`config.mk`:
```
export PLATFORM = sky130hd
export DESIGN_NAME = fsl_status_lamps
export DESIGN_NICKNAME = d
export VERILOG_FILES = /design/src/fsl_status_lamps.v /design/src/fsl_timebase.v
export VERILOG_INCLUDE_DIRS = /design/src
export SDC_FILE = /design/constraint.sdc
export NUM_CORES = 1
export LEC_CHECK = 0
export BUFFER_PORTS_ARGS = -buffer_cell sky130_fd_sc_hd__buf_2
export CELL_PAD_IN_SITES_DETAIL_PLACEMENT = 0
export CELL_PAD_IN_SITES_GLOBAL_PLACEMENT = 1
export CORE_ASPECT_RATIO = 1.5
export CORE_MARGIN = 8
export CORE_UTILIZATION = 51
export DETAILED_ROUTE_END_ITERATION = 6
export PLACE_DENSITY_LB_ADDON = 0.1
export SLEW_MARGIN = 25
export SYNTH_ARGS = -nofsm -noshare
export SYNTH_HDL_FRONTEND = slang
export SYNTH_HIERARCHICAL = 1
export SYNTH_SLANG_ARGS = --single-unit
```
`constraint.sdc`:
```
create_clock -name clk_sys_i -period 5.1 [get_ports clk_sys_i]
set_clock_uncertainty 0.15 [all_clocks]
set_input_delay 0.255 -clock clk_sys_i [delete_from_list [all_inputs] [get_ports clk_sys_i]]
set_output_delay 0.255 -clock clk_sys_i [all_outputs]
set_load 0.03 [all_outputs]
```
`src/fsl_defines.vh`:
```
// Purpose: shared constants for the fieldbus card status lamps
// Assumes: system clock of 10 MHz
// Notes:   times in ns, cycle counts derived from them
`ifndef FSL_DEFINES_VH
`define FSL_DEFINES_VH

`define FSL_CLK_PERIOD_NS  100
// half period of the fastest (4 hz) pattern
`define FSL_TICK_NS        125000000
`define FSL_TICK_CYC       (`FSL_TICK_NS / `FSL_CLK_PERIOD_NS)
`define FSL_TICK_CNT_W     21
`define FSL_PHASE_W        3
// phase bit carrying each blink rate
`define FSL_PH_4HZ         0
`define FSL_PH_2HZ         1
`define FSL_PH_1HZ         2
`define FSL_SYNC_W         8

`endif

```
`src/fsl_status_lamps.v`:
```
// Purpose: drive link, online and offline/fault lamps of a fieldbus card
// Assumes: condition inputs are asynchronous and pass two flip-flops
// Notes:   lamp outputs are high for lit and come from flip-flops
`timescale 1ns/1ns
`include "fsl_defines.vh"
module fsl_status_lamps
#(
  parameter integer tick_cyc_p = `FSL_TICK_CYC
)
(
  input  wire clk_sys_i,
  input  wire rst_i,
  input  wire link_connecting_i,
  input  wire link_up_i,
  input  wire online_i,
  input  wire offline_i,
  input  wire cfg_err_i,
  input  wire prm_err_i,
  input  wire init_fail_i,
  input  wire diag_en_i,
  output wire link_state_lamp_o,
  output wire online_lamp_o,
  output wire offline_fault_lamp_o
);
  wire [`FSL_SYNC_W-1:0]  raw;
  reg  [`FSL_SYNC_W-1:0]  meta_ff;
  reg  [`FSL_SYNC_W-1:0]  sync_ff;
  wire [`FSL_PHASE_W-1:0] phase;
  reg                     link_lamp_ff;
  reg                     online_lamp_ff;
  reg                     fault_lamp_ff;
  reg  [1:0]              link_state;
  reg  [2:0]              fault_cause;
  reg  [2:0]              link_pat;
  reg  [2:0]              fault_pat;
  reg  [2:0]              online_pat;
  wire [8:0]              lamp_pat;
  wire [2:0]              nxt_lamp;
  wire                    s_connecting;
  wire                    s_link_up;
  wire                    s_online;
  wire                    s_offline;
  wire                    s_cfg_err;
  wire                    s_prm_err;
  wire                    s_init_fail;
  wire                    s_diag_en;
  genvar                  gi;
  genvar                  gl;

  localparam [1:0] link_down     = 2'h0;
  localparam [1:0] link_conn     = 2'h1;
  localparam [1:0] link_est      = 2'h2;

  localparam [2:0] cause_none    = 3'h0;
  localparam [2:0] cause_chip    = 3'h1;
  localparam [2:0] cause_prm     = 3'h2;
  localparam [2:0] cause_cfg     = 3'h3;
  localparam [2:0] cause_offline = 3'h4;
  localparam [2:0] cause_muted   = 3'h5;

  localparam [2:0] pat_dark      = 3'h0;
  localparam [2:0] pat_steady    = 3'h1;
  localparam [2:0] pat_1hz       = 3'h2;
  localparam [2:0] pat_2hz       = 3'h3;
  localparam [2:0] pat_4hz       = 3'h4;

  assign raw = {diag_en_i, init_fail_i, prm_err_i, cfg_err_i,
                offline_i, online_i, link_up_i, link_connecting_i};

  // two-stage synchroniser per condition bit
  generate
    for (gi = 0; gi < `FSL_SYNC_W; gi = gi + 1)
    begin : g_sync
      always @(posedge clk_sys_i or posedge rst_i)
      begin
        if (rst_i)
        begin
          meta_ff[gi] <= 1'b0;
          sync_ff[gi] <= 1'b0;
        end
        else
        begin
          meta_ff[gi] <= raw[gi];
          sync_ff[gi] <= meta_ff[gi];
        end
      end
    end
  endgenerate

  assign s_connecting = sync_ff[0];
  assign s_link_up    = sync_ff[1];
  assign s_online     = sync_ff[2];
  assign s_offline    = sync_ff[3];
  assign s_cfg_err    = sync_ff[4];
  assign s_prm_err    = sync_ff[5];
  assign s_init_fail  = sync_ff[6];
  assign s_diag_en    = sync_ff[7];

  fsl_timebase
  #(
    .tick_cyc_p (tick_cyc_p)
  )
  u_timebase
  (
    .clk_sys_i (clk_sys_i),
    .rst_i     (rst_i),
    .phase_o   (phase)
  );

  // established link wins if both link inputs are seen together
  always @*
  begin
    if (s_link_up)
    begin
      link_state = link_est;
    end
    else if (s_connecting)
    begin
      link_state = link_conn;
    end
    else
    begin
      link_state = link_down;
    end
  end

  always @*
  begin
    case (link_state)
      link_est:
      begin
        link_pat = pat_1hz;
      end
      link_conn:
      begin
        link_pat = pat_steady;
      end
      link_down:
      begin
        link_pat = pat_dark;
      end
      default:
      begin
        link_pat = pat_dark;
      end
    endcase
  end

  always @*
  begin
    if (s_online)
    begin
      online_pat = pat_steady;
    end
    else
    begin
      online_pat = pat_dark;
    end
  end

  // a muted lamp hides every fault, so it is tested first
  // cause and pattern kept apart so a new source touches one table
  always @*
  begin
    if (!s_diag_en)
    begin
      fault_cause = cause_muted;
    end
    else if (s_init_fail)
    begin
      fault_cause = cause_chip;
    end
    else if (s_prm_err)
    begin
      fault_cause = cause_prm;
    end
    else if (s_cfg_err)
    begin
      fault_cause = cause_cfg;
    end
    else if (s_offline)
    begin
      fault_cause = cause_offline;
    end
    else
    begin
      fault_cause = cause_none;
    end
  end

  always @*
  begin
    case (fault_cause)
      cause_muted:
      begin
        fault_pat = pat_dark;
      end
      cause_chip:
      begin
        fault_pat = pat_4hz;
      end
      cause_prm:
      begin
        fault_pat = pat_2hz;
      end
      cause_cfg:
      begin
        fault_pat = pat_1hz;
      end
      cause_offline:
      begin
        fault_pat = pat_steady;
      end
      cause_none:
      begin
        // slow blink at the same 1 hz rate as a configuration fault (cause_cfg)
        fault_pat = pat_1hz;
      end
      default:
      begin
        fault_pat = pat_dark;
      end
    endcase
  end

  assign lamp_pat = {fault_pat,
                     online_pat,
                     link_pat};

  // one decoder per lamp; every rate taps the same phase counter
  generate
    for (gl = 0; gl < 3; gl = gl + 1)
    begin : g_lamp
      reg lvl;

      always @*
      begin
        case (lamp_pat[3*gl+:3])
          pat_steady:
          begin
            lvl = 1'b1;
          end
          pat_1hz:
          begin
            lvl = phase[`FSL_PH_1HZ];
          end
          pat_2hz:
          begin
            lvl = phase[`FSL_PH_2HZ];
          end
          pat_4hz:
          begin
            lvl = phase[`FSL_PH_4HZ];
          end
          pat_dark:
          begin
            lvl = 1'b0;
          end
          default:
          begin
            lvl = 1'b0;
          end
        endcase
      end
      assign nxt_lamp[gl] = lvl;
    end
  endgenerate

  always @(posedge clk_sys_i or posedge rst_i)
  begin
    if (rst_i)
    begin
      link_lamp_ff   <= 1'b0;
      online_lamp_ff <= 1'b0;
      fault_lamp_ff  <= 1'b0;
    end
    else
    begin
      link_lamp_ff   <= nxt_lamp[0];
      online_lamp_ff <= nxt_lamp[1];
      fault_lamp_ff  <= nxt_lamp[2];
    end
  end

  assign link_state_lamp_o    = link_lamp_ff;
  assign online_lamp_o        = online_lamp_ff;
  assign offline_fault_lamp_o = fault_lamp_ff;
endmodule

```
`src/fsl_timebase.v`:
```
// Purpose: free-running blink timebase for the status lamps
// Assumes: tick_cyc_p cycles per 125 ms slot
// Notes:   one counter feeds every rate so all patterns stay in phase
`timescale 1ns/1ns
`include "fsl_defines.vh"
module fsl_timebase
#(
  parameter integer tick_cyc_p = `FSL_TICK_CYC
)
(
  input  wire                    clk_sys_i,
  input  wire                    rst_i,
  output wire [`FSL_PHASE_W-1:0] phase_o
);
  localparam integer               tick_last_i = tick_cyc_p - 1;
  localparam [`FSL_TICK_CNT_W-1:0] tick_last   =
    tick_last_i[`FSL_TICK_CNT_W-1:0];

  reg  [`FSL_TICK_CNT_W-1:0] cnt_ff;
  reg  [`FSL_PHASE_W-1:0]    phase_ff;
  wire                       wrap;

  assign wrap    = (cnt_ff == tick_last);
  assign phase_o = phase_ff;

  always @(posedge clk_sys_i or posedge rst_i)
  begin
    if (rst_i)
    begin
      cnt_ff   <= {`FSL_TICK_CNT_W{1'b0}};
      phase_ff <= {`FSL_PHASE_W{1'b0}};
    end
    else
    begin
      // phase bit n toggles every 2^n slots: 4, 2, 1 hz square waves
      cnt_ff <= wrap ? {`FSL_TICK_CNT_W{1'b0}} : cnt_ff + 1'b1;
      if (wrap)
      begin
        phase_ff <= phase_ff + 1'b1;
      end
    end
  end
endmodule

```
======== Yosys cells after proc, flatten, opt, wreduce, memory -nomap -nowiden ========
Index checks and enable logic that the tools add are counted.
operators by class
  $add $sub $neg .......................... 2
  equal/unequal tests ..................... 19
  muxes and demuxes ....................... 14
  reduce and logical (&&, ||, !) cells .... 2
operator list
  kind                   count
  $eq 3x2->1 const B     8
  $add 21x1->21 const B  1
  $eq 21x21->1 const B   1
  $mux 21                1
  $mux 3                 5
  $eq 3x1->1 const B     4
  $eq 3x3->1 const B     4
  $pmux 1 s4             3
  $pmux 3 s4             1
  $pmux 2 s2             1
  $add 3x1->3 const B    1
  $logic_not 3->1        1
  $eq 2x1->1 const B     1
  $eq 2x2->1 const B     1
  $mux 1                 2
  $mux 2                 1
  $reduce_or 2->1        1
storage, ports and cells
  register bits ........................... 43
  bits of input ports ..................... 10
  output and inout port bits .............. 3
  logic and storage cells ................. 58

======== Depth between registers and ports, before layout ========
Gate-level depths: netlist of run 1.
  depth in word-level cells ............... 10
  depth in mapped cells ................... 5
  gate-level depth less buffers ........... 5

======== Hierarchy ========
The synthesis of run 1 kept the hierarchy.
by module, submodules not included
  module            times used  cells an instance  area each (µm²)  seq. area each (µm²)
  fsl_timebase      1           101                1,158.6          600.6
  fsl_status_lamps  1           27                 534.3            475.5

======== Worst setup path before layout of run 1 ========
OpenSTA, ideal clock, no wires.
  kind .................................... register -> register
  start ................................... register u_timebase.cnt_ff[5]
  end ..................................... register u_timebase.phase_ff[1], in the netlist u_timebase/phase_o[1]
  setup time .............................. 125 ps
  data arrival time ....................... 1,343 ps
  required time ........................... 4,825 ps
  path slack .............................. 3,483 ps
  cell stages (with the launch flop) ...... 5
  buffers on the path ..................... 0
  period minus slack after synthesis ...... 1,617 ps
  cell sequence ........................... dfrtp_1 nor4b_1 nand4_1 nor2_2 mux2_2
between the ends
  longest elaborated chain between the ends .. 1
ends and longest elaborated chain
  element                   RTL line           RTL
  start: declaration        fsl_timebase.v:19  reg [`FSL_TICK_CNT_W-1:0] cnt_ff;
  start signal: assignment  fsl_timebase.v:30  cnt_ff <= {`FSL_TICK_CNT_W{1'b0}};
  start signal: assignment  fsl_timebase.v:36  cnt_ff <= wrap ? {`FSL_TICK_CNT_W{1'b0}} : cnt_ff + 1'b1;
  $eq 21x21->1              fsl_timebase.v:23  assign wrap = (cnt_ff == tick_last);
  end signal: assignment    fsl_timebase.v:31  phase_ff <= {`FSL_PHASE_W{1'b0}};
  end signal: assignment    fsl_timebase.v:39  phase_ff <= phase_ff + 1'b1;
  end: declaration          fsl_timebase.v:20  reg [`FSL_PHASE_W-1:0] phase_ff;
Every way passes these cells.
A chain may end at the register's enable or synchronous reset.

======== Final worst setup path of run 1 ========
Same ends and word-level chain as after synthesis.

==> reports/qor.csv, run 1 <==
metric,value,unit
number of clock sinks,43,
actual slew at the worst max-slew pin,0.8792,ns
vias in the first global route,1093,
Synth Area in Simple Gates,0.2003,
"Setup violations, final",0,
First-pass DRT Iterations,4,
Total Routing Usage GR,0.1148,
hold crit path type,reg -> reg,
largest net degree at the start of global routing,25,
buffer and inverter count on the worst path,0,
Pwr Density,314.8,nW/µm²
Netlist cell types,31,
crit path kind,reg -> reg,
Fin. Hold Viols,0,
Yosys reg bits,43,
hold depth,0,
IO buf count,12,
dpl hpwl,1.969,mm
Synth Instances,128,
LEAKAGE,0.0009546,µW
Register Area,1076,µm²
GRT Residual Overflow,0,
first-pass GRT wire length,4.857,mm
Worst R2R Setup Slack,3.01,ns
Syn Area/Cell,13.23,µm²
reg-to-reg critical path endpoint,u_timebase/phase_o[1],
DR vias/cell,5.255,
yosys warns,6,
Initial DRC Count,24,
required time of the critical path,5.13,ns
Layout fillers,262,
Synth Area in XOR/XNOR,0.09830,
Tmin final,2.094,ns
Clock transition at path regs,0.08,ns
DRC,0,
Routed Antenna Nets,0,
Die Span Y,86.56,µm
delay of the slowest critical-path stage,0.47,ns
H-tree levels,2,
CP endpoint kind,flip-flop,
RSZ-0062 raised after global routing,false,
Worst R2R Path Depth,4,
MaxCap Viol Count,0,
initial antenna violation count,0,
post-synthesis adder-cell area fraction,0.01478,
largest family of logic cells by synthesized area,simple AND/OR/NAND/NOR gates,
CP top delay family,simple AND/OR/NAND/NOR gates,
sink of the worst hold path,s_prm_err,
die area,5457,µm²
top cell type's share of synthesized area,0.6356,
largest reg by FF count,u_timebase/cnt_ff,
crit start category,flip-flop,
status,finished clean,
Rel. slew slack,0.4132,
cell row count,25,
Syn Nets,140,
Critical path origin,u_timebase/cnt_ff[5],
core footprint,3159,µm²
post-CTS sizing,0,
asr flop ratio synth,1.000,
Max Slew Vio Count,0,
maximum VDD drop,0.2154,mV
antenna cells,0,
"EDFF count, synth",0,
Clock Tree Buf Depth,2,
Most used DFF post-synth,dfrtp_1,
die extent in x,63.04,µm
fin crit share,0.4107,
Post-Route WL,2.791,mm
Hold Startpoint,meta_ff[5],
max reg flops,21,
CTS tree,yes,
f_max,0.4775,GHz
Compound-Gate Fraction of Synth Area,0.02217,
Area contributors post-synth,"dfrtp_1, xnor2_1, xor2_1",
Tot Pwr,629.1,µW
Routability Congestion,0.8191,
critical-path cell list,nor4b_1 > nand4_1 > nor2_2 > mux2_2,
CP Max Fanout,13,
routed length per instance,14.24,µm
cell taking the most area after synthesis,dfrtp_1,
"slowest stage cell, crit path",nor2_2,
multiplexer share of the synthesized area,0.01552,
worst r2r src,u_timebase/cnt_ff[5],
setup TNS,0,ns
layout cells sized above 1,0.1859,
I/O pins,13,
synthesized area,1693,µm²
worst hold margin,0.2058,ns
number of buffers created by CTS,5,
Post-CTS Setup Bufs,0,
via count,1030,
P&R area growth vs syn,18.03,%
Skew-Pair Late Insertion Delay,0.29,ns
Worst EP arrival,2.13,ns
initial core utilization,0.5358,
Clock Root Buffer,clkbuf_8,
"Seq/Total Area, Yosys",0.6356,
area of the multi-input gates,594.3,µm²
Hold Buf Count CTS,9,
Layout Nets,167,
worst max path at each step:
stage               cells after the start  slack, ns               endpoint
finish                                  4       3.01  u_timebase/phase_o[1]
global route                            4       2.88  u_timebase/phase_o[1]
CTS                                     4       2.98  u_timebase/phase_o[1]
floorplan                               4       3.48  u_timebase/phase_o[1]
global placement                        4       3.04  u_timebase/phase_o[1]
detailed placement                      4       3.00  u_timebase/phase_o[1]
cell families (layout without fill, tap and decap cells):
group,count (synthesis),after routing
AO/OA/AOI/OAI,5,5
XOR/XNOR,19,19
buffers and inverters,5,33
flip-flops,43,43
multiplexers,2,2
AND/OR/NAND/NOR,52,52
adder cells (fa/ha/maj),2,2
metrics by stage:
step / area, µm² / worst slack [ns] / std cells / utilization
floorplan: 1693 / 3.483 / 128 / -
global placement: 1795 / 3.039 / 179 / 0.5683
detailed placement: 1795 / 3.000 / 179 / 0.5683
CTS: 1998 / 2.983 / 196 / 0.6325
global route: 1998 / 2.879 / 196 / 0.6325
finish: 1998 / 3.006 / 196 / 0.6325
layer usage:
metal  GRT usage  wire [µm]
met1      0.1060       1117
met2      0.2039       1488
met3     0.03742        109
met4     0.08750         76
met5           0          0
placed cells by master, fill, tap and decap left out, types with 2 or more instances in the layout:
cell           synthesis  routed
nor4b_1                2       2
clkbuf_8               0       5
nor2_1                 9       9
nor4_4                 2       2
and2_1                 3       3
and3_1                 4       4
nand3_1                6       6
nand4_1                5       5
dlygate4sd3_1          0       9
buf_2                  0      12
and4_1                 3       3
nand2_1                5       5
nor4_1                 2       2
xnor2_1               10      10
nor3_1                 4       4
ha_1                   2       2
inv_1                  4       4
xor2_1                 9       9
dfrtp_1               43      43
power breakdown:
group	internal [µW]	switching [µW]
clock	146	113
combinational	9.17	11.1
sequential	348	2.58
total	503	126
final cells by class:
cell class	instances	share of cell area
Clock buffer	5	0.03444
Clock inverter	3	0.02192
Inverter	4	0.007514
Multi-Input combinational cell	80	0.2974
Sequential cell	43	0.5385
Tap cell	40	0.02505
Timing Repair Buffer	21	0.07514
cell usage after synthesis (2+ instances only):
cell	instances
xnor2_1	10
nor2_1	9
xor2_1	9
nor4b_1	2
nand4_1	5
dfrtp_1	43
inv_1	4
nor4_4	2
nand2_1	5
nand3_1	6
nor3_1	4
nor4_1	2
ha_1	2
and4_1	3
and2_1	3
and3_1	4
(Power assumes the default switching activity.)
==> inputs of run 2 (changes only) <==
--- a/config.mk
+++ b/config.mk
@@ -11,7 +11,7 @@
 export CELL_PAD_IN_SITES_GLOBAL_PLACEMENT = 1
 export CORE_ASPECT_RATIO = 1.5
 export CORE_MARGIN = 8
-export CORE_UTILIZATION = 51
+export CORE_UTILIZATION = 47
 export DETAILED_ROUTE_END_ITERATION = 6
 export PLACE_DENSITY_LB_ADDON = 0.1
 export SLEW_MARGIN = 25
==> constraint.sdc (replaced) <==
create_clock -name clk_sys_i -period 2 [get_ports clk_sys_i]
set_clock_uncertainty 0.15 [all_clocks]
set_input_delay 0.1 -clock clk_sys_i [delete_from_list [all_inputs] [get_ports clk_sys_i]]
set_output_delay 0.1 -clock clk_sys_i [all_outputs]
set_load 0.03 [all_outputs]
==> run 2 against run 1 <==
Compared with the run above:
- via count rose by 1.6%
- power rose by 140%
- critical path depth did not move
- clock-buffer cell count rose by 1
- critical endpoint unchanged
- largest cell class unchanged
==> reports/qor.csv, run 2 (synthesis results as in run 1) <==
metric,value,unit,change
grt met1 use,0.1208,,+0.01479
critical-path cell list,nor4b_1 > nand4_1 > nor2_2 > mux2_2,,
MaxCap Viol Count,0,,unchanged
actual slew at the worst max-slew pin,0.6816,ns,-0.1976 ns
die extent in x,65,µm,+3.1%
Rel. slew slack,0.5451,,+0.1319
CP Max Fanout,5,,-8
max reg flops,21,,unchanged
status,finished clean,,
most frequent cells in the layout,"dfrtp_1, buf_2, xnor2_1",,
required time of the critical path,2.03,ns,-3.10 ns
core footprint,3416,µm²,+8.1%
Tmin final,1.849,ns,-0.2453 ns
GR Util met3,0.03890,,+0.001477
Total Routing Usage GR,0.1227,,+0.007934
layout cells sized above 1,0.2013,,+0.01536
first-pass GRT wire length,5.382,mm,+11%
largest net degree at the start of global routing,25,,unchanged
dpl hpwl,2.181,mm,+11%
Pwr Density,753.1,nW/µm²,+140%
hold depth,0,,unchanged
Register Area,1076,µm²,unchanged
Clock transition at path regs,0.08,ns,about the same
Routability Congestion,0.8905,,+8.7%
cell row count,26,,+4.0%
Layout Nets,170,,+1.8%
RSZ-0062 raised after global routing,false,,
Die Span Y,89.51,µm,+3.4%
maximum VDD drop,0.5971,mV,+180%
Post-Route WL,3.069,mm,+10%
Final Cell Area,2009,µm²,+0.56%
"commonest non-fill, non-tap cell in the layout",dfrtp_1,,
CP endpoint kind,flip-flop,,
die area,5818,µm²,+6.6%
antenna cells,0,,unchanged
number of buffers created by CTS,5,,unchanged
number of clock sinks,43,,unchanged
I/O pins,13,,unchanged
Skew-Pair Late Insertion Delay,0.29,ns,about the same
crit path kind,reg -> reg,,
Worst EP arrival,1.88,ns,-0.25 ns
DP Area,1821,µm²,+1.4%
Routed Antenna Nets,0,,unchanged
f_max,0.5408,GHz,+13%
setup TNS,0,ns,unchanged
"slowest stage cell, crit path",dfrtp_1,,
DR vias/cell,5.204,,-0.97%
P&R area growth vs syn,18.70,%,
via count,1046,,+1.6%
initial core utilization,0.4956,,-0.04024
GRT met2 Usage,0.2232,,+0.01930
crit start category,flip-flop,,
delay of the slowest critical-path stage,0.46,ns,about the same
Layout fillers,308,,+18%
Post-CTS Setup Bufs,0,,unchanged
largest reg by FF count,u_timebase/cnt_ff,,
Clock Root Buffer,clkbuf_8,,
CTS tree,yes,,
H-tree levels,2,,unchanged
Clock Tree Buf Depth,2,,unchanged
area of the multi-input gates,594.3,µm²,unchanged
Fin. Hold Viols,0,,unchanged
GRT Residual Overflow,0,,unchanged
LEAKAGE,0.0009596,µW,+0.53%
IO buf count,12,,unchanged
initial antenna violation count,0,,unchanged
"Setup violations, final",0,,unchanged
Max Slew Vio Count,0,,unchanged
hold crit path type,reg -> reg,,
DRC,0,,unchanged
First-pass DRT Iterations,4,,unchanged
fin crit share,0.9245,,+0.5139
Initial DRC Count,36,,+50%
vias in the first global route,1158,,+5.9%
routed length per instance,15.27,µm,+7.2%
busiest metal layer after global routing,met2,,
Worst R2R Path Depth,4,,unchanged
Tot Pwr,1513,µW,+140%
[run 2: changes by cell type in the layout (fill, tap and decap cells not counted), sizes merged]
cell,change
buf,+3
bufinv,-1
clkbuf,+1
clkinv,-1
clkinvlp,+1
[run 2: path summary, 6_finish.rpt]
kind | startpoint | to | slack [ns]
max in group asynchronous | rst_i | s_init_fail | 0.96
min reg2reg | meta_ff[5] | s_prm_err | 0.20
min in group asynchronous | rst_i | u_timebase/cnt_ff[4] | 0.25
max reg2reg | u_timebase/cnt_ff[5] | u_timebase/phase_o[1] | 0.15
max | u_timebase/cnt_ff[5] | u_timebase/phase_o[1] | 0.15
min | meta_ff[5] | s_prm_err | 0.20
[run 2: per-stage QoR]
step / hold WS [ns] / utilization / cells / worst slack, ns
6_report: 0.2047 / 0.5883 / 201 / 0.1509
5_1_grt: 0.2098 / 0.5883 / 201 / 0.06304
4_1_cts: 0.2082 / 0.5883 / 201 / 0.1277
3_5_place_dp: 0.02498 / 0.5330 / 184 / 0.1473
3_3_place_gp: 0.01522 / 0.5330 / 184 / 0.1553
2_1_floorplan: -0.09887 / - / 128 / 0.3825
[run 2: repair_timing]
item,in CTS,in global routing
hold buffers,9,0
resized for setup,0,0
endpoints found under the setup margin,0,0
endpoints found under the hold margin,51,0
[run 2: layout make-up]
type / count / area share
clock buffer: 6 / 0.04110
clock inverter: 2 / 0.008095
inverter: 4 / 0.007472
multi-input combinational: 80 / 0.2958
sequential: 43 / 0.5355
tap: 42 / 0.02615
timing repair buffer: 24 / 0.08593
[run 2: metal layers]
| layer | vias to the layer above | wire length (µm) |
|---|---|---|
| li1 | 503 | - |
| met1 | 521 | 1188 |
| met2 | 16 | 1725 |
| met3 | 6 | 98 |
| met4 | 0 | 57 |
| met5 | - | 0 |
[run 2: report_power, final]
group          internal (µW)  switching (µW)
Sequential               888            6.52
Clock                    281             283
Combinational           24.8            29.7
Total                   1190             319
[run 2: worst max-delay path: cells and delay by family, from the launching register on]
kind | cells | cell delay (ns)
flip-flops | 1 | 0.46
multiplexers | 1 | 0.34
AND/OR/NAND/NOR | 3 | 0.79
